`src/design/fcsl_pkg.sv`:
```
// Shared constants, types and register map of the flash command controller
package fcsl_pkg;
  // Register byte offsets on APB
  localparam logic [7:0] REG_CTRL   = 8'h00;
  localparam logic [7:0] REG_ADDR   = 8'h04;
  localparam logic [7:0] REG_WDATA  = 8'h08;
  localparam logic [7:0] REG_STATUS = 8'h0C;
  localparam logic [7:0] REG_RDATA  = 8'h10;
  // Control and status field positions
  localparam int CTRL_NOWAIT_BIT  = 4;
  localparam int STAT_BUSY_BIT    = 0;
  localparam int STAT_ERROR_BIT   = 1;
  localparam int STAT_SUSP_BIT    = 2;
  localparam int STAT_REFUSED_BIT = 3;
  localparam int STAT_DONE_BIT    = 4;
  // Status word bits of the flash
  localparam int DQ_POLL   = 7;
  localparam int DQ_TOGGLE = 6;
  localparam int DQ_ERROR  = 5;
  // Command codes and unlock addresses
  localparam logic [10:0] UNLOCK_ADDR1 = 11'h555;
  localparam logic [10:0] UNLOCK_ADDR2 = 11'h2AA;
  localparam logic [7:0]  CODE_UNLOCK1 = 8'hAA;
  localparam logic [7:0]  CODE_UNLOCK2 = 8'h55;
  localparam logic [7:0]  CODE_RESET   = 8'hF0;
  localparam logic [7:0]  CODE_IDENT   = 8'h90;
  localparam logic [7:0]  CODE_PROGRAM = 8'hA0;
  localparam logic [7:0]  CODE_BYPASS  = 8'h20;
  localparam logic [7:0]  CODE_EXIT2   = 8'h00;
  localparam logic [7:0]  CODE_ERASE   = 8'h80;
  localparam logic [7:0]  CODE_CHIP    = 8'h10;
  localparam logic [7:0]  CODE_BLOCK   = 8'h30;
  localparam logic [7:0]  CODE_SUSPEND = 8'hB0;
  localparam logic [7:0]  CODE_RESUME  = 8'h30;
  // Pin timing at 100 MHz
  localparam int CLK_NS        = 10;
  localparam int WE_LOW_NS     = 50;
  localparam int WE_HIGH_NS    = 30;
  localparam int RD_ACCESS_NS  = 70;
  localparam int RD_GAP_NS     = 20;
  localparam int SYNC_STAGES   = 2;
  localparam int WE_LOW_CYC    = (WE_LOW_NS + CLK_NS - 1) / CLK_NS;
  localparam int WE_HIGH_CYC   = (WE_HIGH_NS + CLK_NS - 1) / CLK_NS;
  localparam int RD_WAIT_CYC   = (RD_ACCESS_NS + CLK_NS - 1) / CLK_NS + SYNC_STAGES;
  localparam int RD_GAP_CYC    = (RD_GAP_NS + CLK_NS - 1) / CLK_NS;

  typedef enum logic [3:0] {
    OP_READ = 4'h0, OP_RESET1 = 4'h1, OP_RESET3 = 4'h2, OP_IDENT = 4'h3,
    OP_PROGRAM = 4'h4, OP_BYP_ENTER = 4'h5, OP_BYP_PROG = 4'h6, OP_BYP_EXIT = 4'h7,
    OP_CHIP_ERASE = 4'h8, OP_BLOCK_ERASE = 4'h9, OP_BLOCK_ADD = 4'hA,
    OP_SUSPEND = 4'hB, OP_RESUME = 4'hC, OP_POLL = 4'hD
  } fcsl_op_type;

  typedef enum logic [4:0] {
    S_IDLE = 5'h01, S_WR_LOW = 5'h02, S_WR_HIGH = 5'h04, S_RD_WAIT = 5'h08, S_RD_GAP = 5'h10
  } fcsl_state_type;

  // Flash pin bundle driven by the controller
  typedef struct packed {
    logic        ceN;
    logic        oeN;
    logic        weN;
    logic        dqOe;
    logic [15:0] addr;
    logic [15:0] dqOut;
  } fcsl_pins_type;
endpackage : fcsl_pkg

```
`src/design/fcsl_flash_ctrl.sv`:
```
// Host controller that issues flash command sequences and polls the status word
// Contract
// - Resume is one write 0x30, repeatable
// - Reset is F0, or unlock plus F0
// - Identify is unlock pair then 0x90
// - Program is unlock, A0, then address/data
// - Bypass entry 0x20; bypass program A0,data
// - Bypass exit writes 0x90 then 0x00
// - Erase prefix five writes; chip/block finish
// - Suspend is one write 0xB0
// - After error host issues reset first
//
// The placing of the registers and register access over APB were chosen for this implementation.
`timescale 1ns/1ps
`default_nettype none
module fcsl_flash_ctrl (
  input  wire logic                  clock,
  input  wire logic                  rst_n,
  input  wire logic                  psel,
  input  wire logic                  penable,
  input  wire logic                  pwrite,
  input  wire logic [7:0]            paddr,
  input  wire logic [31:0]           pwdata,
  output logic                       pready,
  output logic                       pslverr,
  output logic [31:0]                prdata,
  output fcsl_pkg::fcsl_pins_type    flashPins,
  input  wire logic [15:0]           dqIn
);
  import fcsl_pkg::*;

  fcsl_state_type stateReg, stateNext;
  fcsl_op_type    opReg;
  fcsl_pins_type  pinsNext;
  logic [2:0]  stepReg, stepNext;
  logic [3:0]  cntReg;
  logic [15:0] addrReg, wdataReg, rdataReg, prevReg;
  logic [15:0] dqMeta, dqSync;
  logic        noWaitReg, hasPrevReg, errCheckReg;
  logic        errorReg, suspReg, refusedReg, doneReg;
  logic        apbWr, ctrlWr, accept, opDone, opFail, sampleNow, mapped;
  fcsl_op_type opIn;

  // Number of bus writes each operation issues
  function automatic logic [2:0] wrCount(input fcsl_op_type op);
    unique case (op)
      OP_READ, OP_POLL:                               wrCount = 3'd0;
      OP_RESET1, OP_BLOCK_ADD, OP_SUSPEND, OP_RESUME: wrCount = 3'd1;
      OP_BYP_PROG, OP_BYP_EXIT:                       wrCount = 3'd2;
      OP_RESET3, OP_IDENT, OP_BYP_ENTER:              wrCount = 3'd3;
      OP_PROGRAM:                                     wrCount = 3'd4;
      default:                                        wrCount = 3'd6;
    endcase
  endfunction : wrCount

  // Polling operations wait for the embedded controller to settle
  function automatic logic pollsAfter(input fcsl_op_type op);
    pollsAfter = op inside {OP_PROGRAM, OP_BYP_PROG, OP_CHIP_ERASE, OP_BLOCK_ERASE,
                            OP_SUSPEND, OP_RESUME, OP_POLL};
  endfunction : pollsAfter

  // Address and data of write step; command writes other than the 0x30 block write leave upper bits zero as the flash ignores them
  function automatic logic [31:0] seqWord(input fcsl_op_type op, input logic [2:0] step,
                                          input logic [15:0] a, input logic [15:0] d);
    logic [10:0] ua;
    logic [7:0]  ud;
    ua = 11'h000;
    ud = 8'h00;
    seqWord = 32'h0000_0000;
    if (op inside {OP_RESET1, OP_BYP_PROG, OP_BYP_EXIT, OP_BLOCK_ADD, OP_SUSPEND, OP_RESUME})
      unique case (op)
        OP_RESET1:   ud = CODE_RESET;
        OP_BYP_PROG: if (step == 3'd0) ud = CODE_PROGRAM; else seqWord = {a, d};
        OP_BYP_EXIT: ud = (step == 3'd0) ? CODE_IDENT : CODE_EXIT2;
        OP_BLOCK_ADD: seqWord = {a, 8'h00, CODE_BLOCK};
        OP_SUSPEND:  ud = CODE_SUSPEND;
        default:     ud = CODE_RESUME;
      endcase
    else
      unique case (step)
        3'd0, 3'd3: begin ua = UNLOCK_ADDR1; ud = CODE_UNLOCK1; end
        3'd1, 3'd4: begin ua = UNLOCK_ADDR2; ud = CODE_UNLOCK2; end
        3'd2: begin
          ua = (op == OP_RESET3) ? 11'h000 : UNLOCK_ADDR1;
          unique case (op)
            OP_RESET3:    ud = CODE_RESET;
            OP_IDENT:     ud = CODE_IDENT;
            OP_PROGRAM:   ud = CODE_PROGRAM;
            OP_BYP_ENTER: ud = CODE_BYPASS;
            default:      ud = CODE_ERASE;
          endcase
        end
        default: begin
          ua = UNLOCK_ADDR1;
          ud = CODE_CHIP;
        end
      endcase
    if (op == OP_PROGRAM && step == 3'd3) seqWord = {a, d};
    else if (op == OP_BLOCK_ERASE && step == 3'd5) seqWord = {a, 8'h00, CODE_BLOCK};
    else if (seqWord == 32'h0000_0000) seqWord = {5'h00, ua, 8'h00, ud};
  endfunction : seqWord

  // APB decode; the slave always answers in the first access cycle
  assign pready = 1'b1;
  assign apbWr  = psel && penable && pwrite;
  assign mapped = paddr inside {REG_CTRL, REG_ADDR, REG_WDATA, REG_STATUS, REG_RDATA};
  assign pslverr = psel && penable && !mapped;
  assign ctrlWr = apbWr && paddr == REG_CTRL;
  assign opIn   = fcsl_op_type'(pwdata[3:0]);
  // After an error only a reset is passed to the flash
  // Codes above the poll op would fall into an erase sequence, so they are refused
  assign accept = ctrlWr && stateReg == S_IDLE && pwdata[3:0] <= OP_POLL &&
                  (!errorReg || opIn inside {OP_RESET1, OP_RESET3});

  always_comb begin
    unique case (paddr)
      REG_CTRL:   prdata = {27'h0, noWaitReg, opReg};
      REG_ADDR:   prdata = {16'h0, addrReg};
      REG_WDATA:  prdata = {16'h0, wdataReg};
      REG_STATUS: prdata = {27'h0, doneReg, refusedReg, suspReg, errorReg,
                            stateReg != S_IDLE};
      REG_RDATA:  prdata = {16'h0, rdataReg};
      default:    prdata = 32'h0000_0000;
    endcase
  end

  // Software-written operands
  always_ff @(posedge clock or negedge rst_n) begin
    if (!rst_n) begin
      addrReg   <= 16'h0000;
      wdataReg  <= 16'h0000;
      opReg     <= OP_READ;
      noWaitReg <= 1'b0;
    end else begin
      if (apbWr && paddr == REG_ADDR) addrReg <= pwdata[15:0];
      if (apbWr && paddr == REG_WDATA) wdataReg <= pwdata[15:0];
      if (accept) begin
        opReg     <= opIn;
        noWaitReg <= pwdata[CTRL_NOWAIT_BIT];
      end
    end
  end

  // Data bus synchroniser, flash outputs are asynchronous to the clock
  always_ff @(posedge clock or negedge rst_n) begin
    if (!rst_n) begin
      dqMeta <= 16'h0000;
      dqSync <= 16'h0000;
    end else begin
      dqMeta <= dqIn;
      dqSync <= dqMeta;
    end
  end

  // Sequencer: writes, then reads until the toggle bit settles
  always_comb begin
    stateNext = stateReg;
    stepNext  = stepReg;
    opDone    = 1'b0;
    opFail    = 1'b0;
    sampleNow = stateReg == S_RD_WAIT && cntReg == 4'd0;
    unique case (stateReg)
      S_IDLE: if (accept) begin
        stepNext  = 3'd0;
        stateNext = (wrCount(opIn) != 3'd0) ? S_WR_LOW : S_RD_WAIT;
      end
      S_WR_LOW: if (cntReg == 4'd0) stateNext = S_WR_HIGH;
      S_WR_HIGH: if (cntReg == 4'd0) begin
        if (stepReg + 3'd1 < wrCount(opReg)) begin
          stepNext  = stepReg + 3'd1;
          stateNext = S_WR_LOW;
        end else if (pollsAfter(opReg) && !noWaitReg) stateNext = S_RD_WAIT;
        else begin
          stateNext = S_IDLE;
          opDone    = 1'b1;
        end
      end
      S_RD_WAIT: if (cntReg == 4'd0) stateNext = S_RD_GAP;
      S_RD_GAP: if (cntReg == 4'd0) begin
        // Two equal toggle bits mean the flash is back in read mode or halted
        if (opReg == OP_READ ||
            (hasPrevReg && prevReg[DQ_TOGGLE] == rdataReg[DQ_TOGGLE])) begin
          stateNext = S_IDLE;
          opDone    = 1'b1;
        end else if (hasPrevReg && errCheckReg) begin
          stateNext = S_IDLE;
          opFail    = 1'b1;
        end else stateNext = S_RD_WAIT;
      end
      default: stateNext = S_IDLE;
    endcase
  end

  // Pin levels registered so strobes are glitch free
  always_comb begin
    pinsNext       = '{ceN: 1'b1, oeN: 1'b1, weN: 1'b1, dqOe: 1'b0,
                       addr: addrReg, dqOut: 16'h0000};
    pinsNext.ceN   = stateNext == S_IDLE;
    pinsNext.oeN   = stateNext != S_RD_WAIT;
    pinsNext.weN   = stateNext != S_WR_LOW;
    pinsNext.dqOe  = stateNext inside {S_WR_LOW, S_WR_HIGH};
    if (pinsNext.dqOe) {pinsNext.addr, pinsNext.dqOut} =
      seqWord(stateReg == S_IDLE ? opIn : opReg, stepNext, addrReg, wdataReg);
  end

  always_ff @(posedge clock or negedge rst_n) begin
    if (!rst_n) begin
      stateReg  <= S_IDLE;
      stepReg   <= 3'd0;
      flashPins <= '{ceN: 1'b1, oeN: 1'b1, weN: 1'b1, dqOe: 1'b0,
                     addr: 16'h0000, dqOut: 16'h0000};
    end else begin
      stateReg  <= stateNext;
      stepReg   <= stepNext;
      flashPins <= pinsNext;
    end
  end

  // Phase timer, reloaded on every state change
  always_ff @(posedge clock or negedge rst_n) begin
    if (!rst_n) cntReg <= 4'd0;
    else if (stateNext != stateReg)
      unique case (stateNext)
        S_WR_LOW:  cntReg <= 4'(WE_LOW_CYC - 1);
        S_WR_HIGH: cntReg <= 4'(WE_HIGH_CYC - 1);
        S_RD_WAIT: cntReg <= 4'(RD_WAIT_CYC - 1);
        S_RD_GAP:  cntReg <= 4'(RD_GAP_CYC - 1);
        default:   cntReg <= 4'd0;
      endcase
    else if (cntReg != 4'd0) cntReg <= cntReg - 4'd1;
  end

  // Read capture and toggle history; a second toggling read after DQ5 means failure
  always_ff @(posedge clock or negedge rst_n) begin
    if (!rst_n) begin
      rdataReg    <= 16'h0000;
      prevReg     <= 16'h0000;
      hasPrevReg  <= 1'b0;
      errCheckReg <= 1'b0;
    end else begin
      if (sampleNow) rdataReg <= dqSync;
      if (accept) begin
        hasPrevReg  <= 1'b0;
        errCheckReg <= 1'b0;
      end else if (stateReg == S_RD_GAP && stateNext == S_RD_WAIT) begin
        prevReg    <= rdataReg;
        hasPrevReg <= 1'b1;
        if (hasPrevReg && rdataReg[DQ_ERROR]) errCheckReg <= 1'b1;
      end
    end
  end

  // Sticky status; a hardware set wins over a software clear
  always_ff @(posedge clock or negedge rst_n) begin
    if (!rst_n) begin
      errorReg   <= 1'b0;
      suspReg    <= 1'b0;
      refusedReg <= 1'b0;
      doneReg    <= 1'b0;
    end else begin
      if (opFail) errorReg <= 1'b1;
      else if (opDone && opReg inside {OP_RESET1, OP_RESET3}) errorReg <= 1'b0;
      if (opDone && opReg == OP_SUSPEND) suspReg <= 1'b1;
      else if (opDone && opReg == OP_RESUME) suspReg <= 1'b0;
      if (ctrlWr && !accept) refusedReg <= 1'b1;
      else if (apbWr && paddr == REG_STATUS && pwdata[STAT_REFUSED_BIT]) refusedReg <= 1'b0;
      if (opDone || opFail) doneReg <= 1'b1;
      else if (apbWr && paddr == REG_STATUS && pwdata[STAT_DONE_BIT]) doneReg <= 1'b0;
    end
  end

  a_strobe_excl: assert property (@(posedge clock) disable iff (!rst_n)
    !(!flashPins.weN && !flashPins.oeN)) else $error("write and read strobes overlap");
  a_we_width: assert property (@(posedge clock) disable iff (!rst_n)
    $fell(flashPins.weN) |-> (!flashPins.weN)[*5] ##1 flashPins.weN)
    else $error("write pulse width wrong");
  a_unlock_one: assert property (@(posedge clock) disable iff (!rst_n)
    $fell(flashPins.weN) && stepReg == 3'd0 &&
    opReg inside {OP_RESET3, OP_IDENT, OP_PROGRAM, OP_BYP_ENTER, OP_CHIP_ERASE, OP_BLOCK_ERASE}
    |-> flashPins.addr[10:0] == 11'h555 && flashPins.dqOut[7:0] == 8'hAA)
    else $error("first unlock write wrong");
  a_unlock_two: assert property (@(posedge clock) disable iff (!rst_n)
    $fell(flashPins.weN) && stepReg == 3'd1 && opReg != OP_BYP_PROG && opReg != OP_BYP_EXIT
    |-> flashPins.addr[10:0] == 11'h2AA && flashPins.dqOut[7:0] == 8'h55)
    else $error("second unlock write wrong");
  a_resume_code: assert property (@(posedge clock) disable iff (!rst_n)
    $fell(flashPins.weN) && opReg == OP_RESUME |-> flashPins.dqOut[7:0] == 8'h30)
    else $error("resume code wrong");
  a_suspend_code: assert property (@(posedge clock) disable iff (!rst_n)
    $fell(flashPins.weN) && opReg == OP_SUSPEND |-> flashPins.dqOut[7:0] == 8'hB0)
    else $error("suspend code wrong");
  a_error_lock: assert property (@(posedge clock) disable iff (!rst_n)
    errorReg && ctrlWr && !(opIn inside {OP_RESET1, OP_RESET3}) && stateReg == S_IDLE
    |=> stateReg == S_IDLE && refusedReg) else $error("command passed after error");
  a_program_data: assert property (@(posedge clock) disable iff (!rst_n)
    $fell(flashPins.weN) && opReg == OP_PROGRAM && stepReg == 3'd3
    |-> flashPins.addr == addrReg && flashPins.dqOut == wdataReg)
    else $error("program data write wrong");
  a_poll_stop: assert property (@(posedge clock) disable iff (!rst_n)
    stateReg == S_RD_GAP && cntReg == 4'd0 && opReg != OP_READ && hasPrevReg &&
    prevReg[6] == rdataReg[6] |=> stateReg == S_IDLE && doneReg)
    else $error("settled toggle did not end polling");
  c_program: cover property (@(posedge clock) disable iff (!rst_n)
    opReg == OP_PROGRAM && opDone);
  c_fail: cover property (@(posedge clock) disable iff (!rst_n) opFail);
  c_suspend: cover property (@(posedge clock) disable iff (!rst_n)
    opReg == OP_SUSPEND && opDone);
endmodule : fcsl_flash_ctrl
`default_nettype wire

```
`config.mk`:
```
export PLATFORM = sky130hd
export DESIGN_NAME = fcsl_flash_ctrl
export DESIGN_NICKNAME = d
export VERILOG_FILES = /design/src/design/fcsl_pkg.sv /design/src/design/fcsl_flash_ctrl.sv
export SDC_FILE = /design/constraint.sdc
export NUM_CORES = 1
export LEC_CHECK = 0
export BUFFER_PORTS_ARGS = -buffer_cell sky130_fd_sc_hd__buf_2
export CORE_MARGIN = 3
export CORE_UTILIZATION = 56
export DETAILED_ROUTE_END_ITERATION = 10
export PLACE_DENSITY = 0.81
export SLEW_MARGIN = 5
export SYNTH_ARGS = -nofsm -noshare
export SYNTH_HDL_FRONTEND = slang
export SYNTH_SLANG_ARGS = --single-unit
```
`constraint.sdc`:
```
create_clock -name clock -period 4.8 [get_ports clock]
set_input_delay 0.96 -clock clock [delete_from_list [all_inputs] [get_ports clock]]
set_output_delay 0.96 -clock clock [all_outputs]
set_load 0.02 [all_outputs]
```
# Word-level counts from Yosys, hierarchy flattened
# Memory sizes are Yosys's and may differ from the RTL's.
# Cells that the tools add are included.
dict set report classes {
  addsub 2
  order_cmp 2
  n_eq_ne 46
  mux 64
  bitwise 1
  n_reduce_logical 55
}
# op count
set ops {}
lappend ops {{32-bit two-way mux} 7}
lappend ops {{16-bit case mux with 5 select lines} 1}
lappend ops {{32-bit case mux with 2 select lines} 1}
lappend ops {{8-bit case mux with 5 select lines} 1}
lappend ops {{4-bit equality test, second input constant} 9}
lappend ops {{32-bit logical NOT} 1}
lappend ops {{4-bit two-way mux} 8}
lappend ops {{8-bit case mux with 4 select lines} 1}
lappend ops {{5-bit two-way mux} 5}
lappend ops {{5-bit case mux with 5 select lines} 1}
lappend ops {{4-bit by 3-bit equality test with 1-bit output, second input constant} 6}
lappend ops {{1-bit logical AND} 24}
lappend ops {{8-bit two-way mux} 3}
lappend ops {{8-bit case mux with 3 select lines} 1}
lappend ops {{1-bit two-way mux} 22}
lappend ops {{11-bit two-way mux} 2}
lappend ops {{11-bit case mux with 2 select lines} 1}
lappend ops {{3-bit two-way mux} 7}
lappend ops {{2-bit nonzero test} 10}
lappend ops {{4-bit by 2-bit equality test with 1-bit output, second input constant} 4}
lappend ops {{8-bit by 4-bit equality test with 1-bit output, second input constant} 2}
lappend ops {{4-bit case mux with 4 select lines} 1}
lappend ops {{4-bit by 1-bit equality test with 1-bit output, second input constant} 3}
lappend ops {{5-bit by 1-bit equality test with 1-bit output, second input constant} 2}
lappend ops {{33 further kinds} 47}
dict set report word_totals {
  ff_bits 146
  rom_bits 96
  out_inout_bits 70
  word_cells 195
  memories 2
}
# memory words word_bits read_ports rd_ports_with_merged_regs write_ports line
set memory_table {}
lappend memory_table {{(name not given)} 16 3 1 0 0 fcsl_flash_ctrl.sv:46} ;# unique case (op)
lappend memory_table {{(name not given)} 16 3 1 0 0 fcsl_flash_ctrl.sv:46}

# Depth between registers and ports, before layout
# Gate-level depths: netlist (run 1).
dict set report depth {
  word_depth 20
  depth_mapped 16
  mapped_depth_nobuf 14
}

# Worst setup path before layout (run 1)
# OpenSTA, ideal clock, no wires.
dict set report synth_path {
  kind {input to register}
  from {input port paddr[0]}
  to {register flashPins[16] in the netlist's numbering}
  arrival_time_ns 3.693
  path_slack_ns 0.989
  stages 10
  path_buffers 1
  path_cell_list {or4_1 -> nor4b_2 -> and4bb_2 -> buf_4 -> a211oi_2 -> o31ai_4 -> inv_2 -> or4_4 -> o21bai_4 -> a21o_1}
}
# item line
set synth_lines {}
lappend synth_lines {{from (decl)} fcsl_flash_ctrl.sv:22} ;# input wire logic [7:0] paddr,
lappend synth_lines {{to (signal assigned)} fcsl_flash_ctrl.sv:210} ;# flashPins <= '{ceN: 1'b1, oeN: 1'b1, weN: 1'b1, dqOe: 1'b0,
lappend synth_lines {{to (signal assigned)} fcsl_flash_ctrl.sv:215} ;# flashPins <= pinsNext;
lappend synth_lines {{to (decl)} fcsl_flash_ctrl.sv:27} ;# output fcsl_pkg::fcsl_pins_type flashPins,

==> run metrics, run 1 <==
run status completed; total negative slack for setup checks 0 ns; Worst Clk Skew 0.006741 ns; total of flip-flops plus latches after synthesis 140; number of cells traversed by the worst hold path 0; number of global-route vias before repair about 5400; R2R setup slack roughly 0.66 ns; detail-routed via count per cell approximately 6.2; antenna violations before repair 0; Combinational Power Share around 9.2%; post-layout total power around 2.8 mW; H-tree lvl count 4; EDFF count, synth 0; count of buffering cells on the critical path with inverters included 1; clock latency reported for the late side of the worst-skew pair ~0.42 ns; first-pass detailed-route iteration total 8; list of cells traversed by the critical path nor2b_1 > xnor2_1 > a21oi_1 > ha_1 > o21a_1 > o22a_1 > nor2_1 > a221oi_1 > inv_1 > nor2_1 > or2_2 > a31oi_1 > a32o_1; arrival time at the worst endpoint ~4.4 ns; CTS clk-pin slew, worst paths about 0.06 ns; total setup buffers inserted after CTS 0; actual transition at the worst max-transition pin about 0.96 ns; total cell area at the placement stage roughly 7300 sq um; pre-CTS worst setup slack around 0.37 ns; category of the critical setup timing path flip-flop to flip-flop; Int Power roughly 2 mW; clock tree from TritonCTS built; hold crit path type flip-flop to flip-flop; number of sinks driven by the clock tree 140; DRC violations left 0; share of total power in sequential cells between 40 and 50%; areal power density over the cells 348.0 nW/um^2; Setup violations, final 0; Nets around 800; initial standard-cell utilization of the core 58.48%; launching point of the worst reg2reg path opReg[3]; share of post-route cells with drive strength above 1 between 20 and 30%; Die Height ~120 microns; Diodes inserted 0; # Max-Cap Violations 0; global-route wire length before repair between 20000 and 30000 microns; cell with the biggest individual delay on the critical path nor2_1; share of synthesized area occupied by flip-flops and latches between 50% and 60%; Ports approximately 130; antenna-violating nets left 0; Port-buffer cells 97; largest net degree at the start of global routing roughly 110; highest ir drop seen on vdd about 0.00028 V; cts-stage hold buffer count 0; Fmax achieved around 0.24 GHz; share of total power in the clock network between 40% and 50%; area of the die ~13000 sq um; number of cells after detailed placement 855; DR iter-0 viols approximately 500; CORE AREA approximately 12000 sq um; Yosys warning total 0; number of distinct standard cells referenced by the synthesized netlist 76; Worst Hold Path EP dqSync[14]; library cell used as clock root buffer clkbuf_16; path depth of the worst reg2reg path 13; cell family with most CP delay simple AND/OR/NAND/NOR gates; post-route worst hold slack roughly 0.34 ns; post-route cell area ~7900 sq um; GR Overflow Total 0; overall die width approximately 120 microns; RePlAce Congestion a little over 0.9; Detail Placement HPWL 12920 microns; switching power total 704.6 uW; post-synthesis to final-layout area growth 16.40%; cell area after synthesis about 6800 sq um; Clock Path Buffers 2; standard-cell row count 39; biggest fanout along the worst timing path 11; final max-slew violation count 0; critical path startpoint category flip-flop; leakage power summed over all cells between 4 and 5 nW; final hold violation count 0; min Tclk post-route 4.140 ns; Post-synth top flop dfrtp_1; critical path's most frequent cell nor2_1; share of the cycle needed by the critical path after routing 86.26%; number of buffers created by CTS 17; vias after detailed routing ~5500; startpoint of the tightest hold check path dqMeta[14]; CP required about 5.1 ns; total global routing track utilization around 28%; capturing point of the worst reg2reg path flashPins[7]; Slew HR a little over a third; switching share of power between 20% and 30%; final standard cell count with taps included and fillers excluded 887; post-DR wirelength/cell 20.42 microns; total wire length after detailed routing 18110 microns; end-of-flow core utilization 68.07%; mean instance size in the synthesized netlist between 10 and 15 sq um; proportion of synthesized flip-flops having asynchronous set or reset 100.0%; synthesized instance count 639; number of fill cells in the layout between 800 and 900; capturing element type of the critical path flip-flop; post_cts resized 0; RSZ-0062 raised after global routing no; largest stage delay on the critical path between 0.6 and 0.7 ns; worst path setup slack after routing between 0.6 and 0.7 ns
## worst max path at each step
stage / startpoint / endpoint / slack [ns] / cells after the start
after floorplan: paddr[0] / flashPins[16] / 0.99 / 10
after global placement: paddr[0] / flashPins[26] / 0.51 / 10
after detailed placement: paddr[0] / flashPins[25] / 0.37 / 11
after CTS: paddr[0] / prdata[14] / 0.71 / 8
after global routing: opReg[3] / flashPins[7] / 0.38 / 13
final: opReg[3] / flashPins[7] / 0.66 / 13
## cells in the mapped netlist (all sizes together), types with 16 or more instances
cell,instances,area share [%]
dfrtp,136,50
nor2,38,2.1
o21ai,33,2.4
clkbuf,27,1.5
mux2,49,8.1
inv,28,1.5
and2,16,1.5
a21oi,22,1.6
nand2,53,2.9
buf,22,2.3
a21o,16,1.8
nor3,16,1.3
## cell type report
class	instances	area [sq um]	share of cell area [%]
Tap cell	143	178.9	2.263
Clock inverter	11	111.4	1.409
Timing Repair Buffer	107	566.8	7.170
Sequential cell	140	3508	44.38
Clock buffer	21	450.4	5.698
Multi-Input combinational cell	436	2980	37.70
Inverter	29	108.9	1.377
## flip-flops by register name, indices dropped and copies added (netlist names), 3 cells and up
name,count
addrReg,16
cntReg,4
dqMeta,16
dqSync,16
flashPins,36
opReg,4
rdataReg,16
stateReg,5
stepReg,3
wdataReg,16
## cells by family after synthesis
logic type	after synthesis	share of synthesized area (%)
adders and majority gates	4	0.7369
AOI/OAI and AO/OA	155	16.64
muxes	56	9.156
DFF	140	51.66
and+or+nand+nor	197	15.44
xor gates and xnor gates	7	0.9027
other	2	0.1106
buffers and inverters	78	5.361
## routing by layer
metal / vias up / GRT usage [%] / share of wire [%]
li1: 2496 / - / -
met1: 2735 / 37.83 / 43
met2: 275 / 44.00 / 48
met3: 34 / 6.114 / 7.5
met4: 0 / 10.67 / 1.9
met5: - / 0 / 0
## power groups by stage
stage          combinational (mW)  sequential (mW)  clock (mW)
2_1_floorplan               0.171             1.26           0
3_3_place_gp                0.242             1.26           0
3_5_place_dp                0.252             1.27           0
4_1_cts                     0.254             1.25        1.26
5_1_grt                     0.284             1.25        1.31
6_report                    0.254             1.25        1.25
## layout by cell type, fill, tap and decap left out, types with 6 or more instances in the layout
cell type / netlist / layout
or3_1: 6 / 6
o31ai_1: 6 / 6
xnor2_1: 6 / 6
a21o_1: 16 / 16
mux2_2: 49 / 49
and2_1: 16 / 16
buf_4: 18 / 10
nor3_1: 15 / 14
nor2_1: 38 / 38
nand2_1: 53 / 53
nand4_1: 7 / 7
dfrtp_1: 136 / 136
nor4_1: 11 / 11
o21ai_0: 33 / 33
buf_2: 3 / 96
conb_1: 2 / 17
mux2i_1: 7 / 7
a21oi_1: 22 / 22
clkbuf_16: 0 / 17
a222oi_1: 11 / 11
inv_1: 27 / 27
nand3_1: 10 / 10
a31oi_1: 8 / 8
a211oi_1: 6 / 6
Note: power is estimated with default switching activity, not from simulation.
==> inputs of run 2 (changes only) <==
--- a/config.mk
+++ b/config.mk
@@ -5,11 +5,13 @@
 export SDC_FILE = /design/constraint.sdc
 export NUM_CORES = 1
 export LEC_CHECK = 0
+export ABC_AREA = 1
 export BUFFER_PORTS_ARGS = -buffer_cell sky130_fd_sc_hd__buf_2
 export CORE_MARGIN = 3
 export CORE_UTILIZATION = 56
+export CTS_BUF_LIST = sky130_fd_sc_hd__clkbuf_4 sky130_fd_sc_hd__clkbuf_8
 export DETAILED_ROUTE_END_ITERATION = 10
-export PLACE_DENSITY = 0.81
+export PLACE_DENSITY = 0.8
 export SLEW_MARGIN = 5
 export SYNTH_ARGS = -nofsm -noshare
 export SYNTH_HDL_FRONTEND = slang
==> run metrics, run 2 <==
share of total power in sequential cells between 40% and 50%; first-pass detailed-route iteration total 7; share of post-route cells with drive strength above 1 20.48%; vias after detailed routing ~5900; Nets about 1000; worst path setup slack after routing between 0.8 and 0.9 ns; # Max-Cap Violations 0; most common cell after layout, fill and taps aside nand2_1; DR iter-0 viols 476; largest stage delay on the critical path about 0.54 ns; CP required 5.07 ns; post-synthesis to final-layout area growth 13.68%; count of buffering cells on the critical path with inverters included 4; post-layout total power approximately 2.5 mW; cell with the biggest individual delay on the critical path dfrtp_1; Ports approximately 130; top cells by count, synth nand2_1 (239), dfrtp_1 (136), inv_1 (88), o21ai_0 (65), nand3_1 (59); capturing element type of the critical path flip-flop; biggest fanout along the worst timing path 17; Port-buffer cells a little under 100; total wire length after detailed routing around 16000 microns; number of flip-flops in the largest register 36; min Tclk post-route between 3 and 4 ns; actual transition at the worst max-transition pin 0.9844 ns; total setup buffers inserted after CTS 0; critical path's most frequent cell inv_2; standard-cell row count 40; Combinational Power Share a little under a tenth; share of the cycle needed by the critical path after routing 81.78%; total negative slack for setup checks 0 ns; total global routing track utilization 23.68%; run status completed; Int Power between 1.5 and 2 mW; share of synthesized area occupied by flip-flops and latches a little over 50%; Setup crit end flashPins[18]; library cell used as clock root buffer clkbuf_8; H-tree lvl count 4; dominant cells by area after synthesis dfrtp_1 (49%), nand2_1 (13%), inv_1 (4.7%); most common cell in the synthesized netlist nand2_1; number of global-route vias before repair 5535; post_cts resized 0; Post-synth top flop dfrtp_1; R2R setup slack around 0.87 ns; Setup violations, final 0; GR Overflow Total 0; final hold violation count 0; DRC violations left 0; Yosys top cell by area dfrtp_1; number of buffers created by CTS 17; stages on the worst setup path 18; antenna-violating nets left 0; pre-CTS worst setup slack 0.8943 ns; Slew HR approximately a third; highest ir drop seen on vdd around 0.00021 V; category of the critical setup timing path flip-flop to flip-flop; number of sinks driven by the clock tree 140; post-route worst hold slack 0.3494 ns; register ranked first by flip-flop count flashPins; mean instance size in the synthesized netlist approximately 8.2 sq um; detail-routed via count per cell around 5.2; area of the die 13840 sq um; Detail Placement HPWL 11440 microns; clock tree from TritonCTS built; area share of the largest cell type after synthesis 48.75%; hold crit path type flip-flop to flip-flop; switching power total 599.5 uW; total of flip-flops plus latches after synthesis 140; largest net degree at the start of global routing 101; RSZ-0062 raised after global routing no; overall die width between 100 and 150 microns; Fmax achieved around 0.25 GHz; Die Height 117.6 microns; CTS clk-pin slew, worst paths 0.07 ns; capturing point of the worst reg2reg path flashPins[18]; cell area after synthesis 6980 sq um; Diodes inserted 0; proportion of synthesized flip-flops having asynchronous set or reset 100.0%; final max-slew violation count 0; commonest non-fill, non-tap cells in the layout nand2_1 (239), dfrtp_1 (136), buf_2 (96); global-route wire length before repair 26450 microns; Critical Path Source opReg[2]; critical path startpoint category flip-flop; Yosys warning total 0; EDFF count, synth 0; number of distinct standard cells referenced by the synthesized netlist 49; switching share of power between 20% and 30%; share of total power in the clock network roughly 41%; CORE AREA 12110 sq um; leakage power summed over all cells between 4 and 5 nW; initial standard-cell utilization of the core between 50% and 60%; clock latency reported for the late side of the worst-skew pair 0.45 ns; antenna violations before repair 0; synthesized instance count between 800 and 900; areal power density over the cells roughly 310 nW/um^2; path depth of the worst reg2reg path 18; cell family with most CP delay compound AO/OA/AOI/OAI gates; list of cells traversed by the critical path inv_2 > a21oi_2 > o21ai_0 > o21ai_0 > inv_1 > ha_1 > a21oi_1 > nand3_1 > nor2_1 > a21oi_4 > inv_2 > nor3_1 > nand2_1 > inv_2 > nor2_1 > nand2_2 > a31oi_2 > a22oi_1; Clock Path Buffers 2; arrival time at the worst endpoint approximately 4.2 ns; Worst Clk Skew between 0.009 and 0.01 ns; cts-stage hold buffer count 0; RePlAce Congestion around 0.95; post-DR wirelength/cell 14.14 microns; launching point of the worst reg2reg path opReg[2]
run 2: how the worst min path moves through the flow:
stage	endpoint	depth (start not counted)	start
2_1_floorplan	dqSync[0]	0	dqMeta[0]
3_3_place_gp	dqSync[12]	0	dqMeta[12]
3_5_place_dp	dqSync[0]	0	dqMeta[0]
4_1_cts	dqSync[4]	0	dqMeta[4]
5_1_grt	dqSync[9]	0	dqMeta[9]
6_report	dqSync[2]	0	dqMeta[2]
run 2: worst reg2reg max path, stage by stage, from the launching register on:
cell,delay (ns)
dfrtp_1,0.54
inv_2,0.11
a21oi_2,0.14
o21ai_0,0.12
o21ai_0,0.11
inv_1,0.06
ha_1,0.31
a21oi_1,0.24
nand3_1,0.19
nor2_1,0.25
a21oi_4,0.09
inv_2,0.09
nor3_1,0.05
nand2_1,0.16
inv_2,0.14
nor2_1,0.23
nand2_2,0.28
a31oi_2,0.46
a22oi_1,0.20
run 2: cell families (layout without fill, tap and decap cells):
kind of cell | count (synthesis) | after routing | synth area share, %
xor+xnor | 4 | 4 | 0.5020
compound gates | 155 | 155 | 14.09
buf+inv | 151 | 238 | 9.697
fa+ha+maj | 4 | 4 | 0.7170
simple gates | 393 | 393 | 24.47
flops | 140 | 140 | 50.26
other cells | 2 | 17 | 0.1076
mux | 1 | 1 | 0.1613
run 2: power by group through the flow:
stage | clock network (mW) | registers (mW) | logic, mW
final | 1.02 | 1.24 | 0.227
after global routing | 1.10 | 1.24 | 0.266
after CTS | 1.04 | 1.24 | 0.229
after detailed placement | 0 | 1.26 | 0.227
after global placement | 0 | 1.26 | 0.223
after floorplan | 0 | 1.26 | 0.162
run 2: final cells by class:
class | count | area [sq um]
fill | 1053 | 4177
sequential | 140 | 3508
multi-input combinational | 574 | 2858
timing repair buffer | 103 | 536.8
clock inverter | 10 | 165.2
tap | 168 | 210.2
clock buffer | 20 | 262.8
inverter | 105 | 394.1
run 2: metrics by stage:
stage                     utilization, %  std cells  instance area, sq um
after floorplan                        -        865                  7037
after global placement             61.98       1090                  7507
after detailed placement           61.98       1090                  7507
after CTS                          65.52       1120                  7935
after global routing               65.52       1120                  7935
final                              65.52       1120                  7935
run 2: routing by layer:
layer | track usage, % | wire length, microns
met4 | 9.670 | 342
met2 | 35.36 | 7222
met3 | 5.526 | 1210
met1 | 33.58 | 7056
met5 | 0 | 0
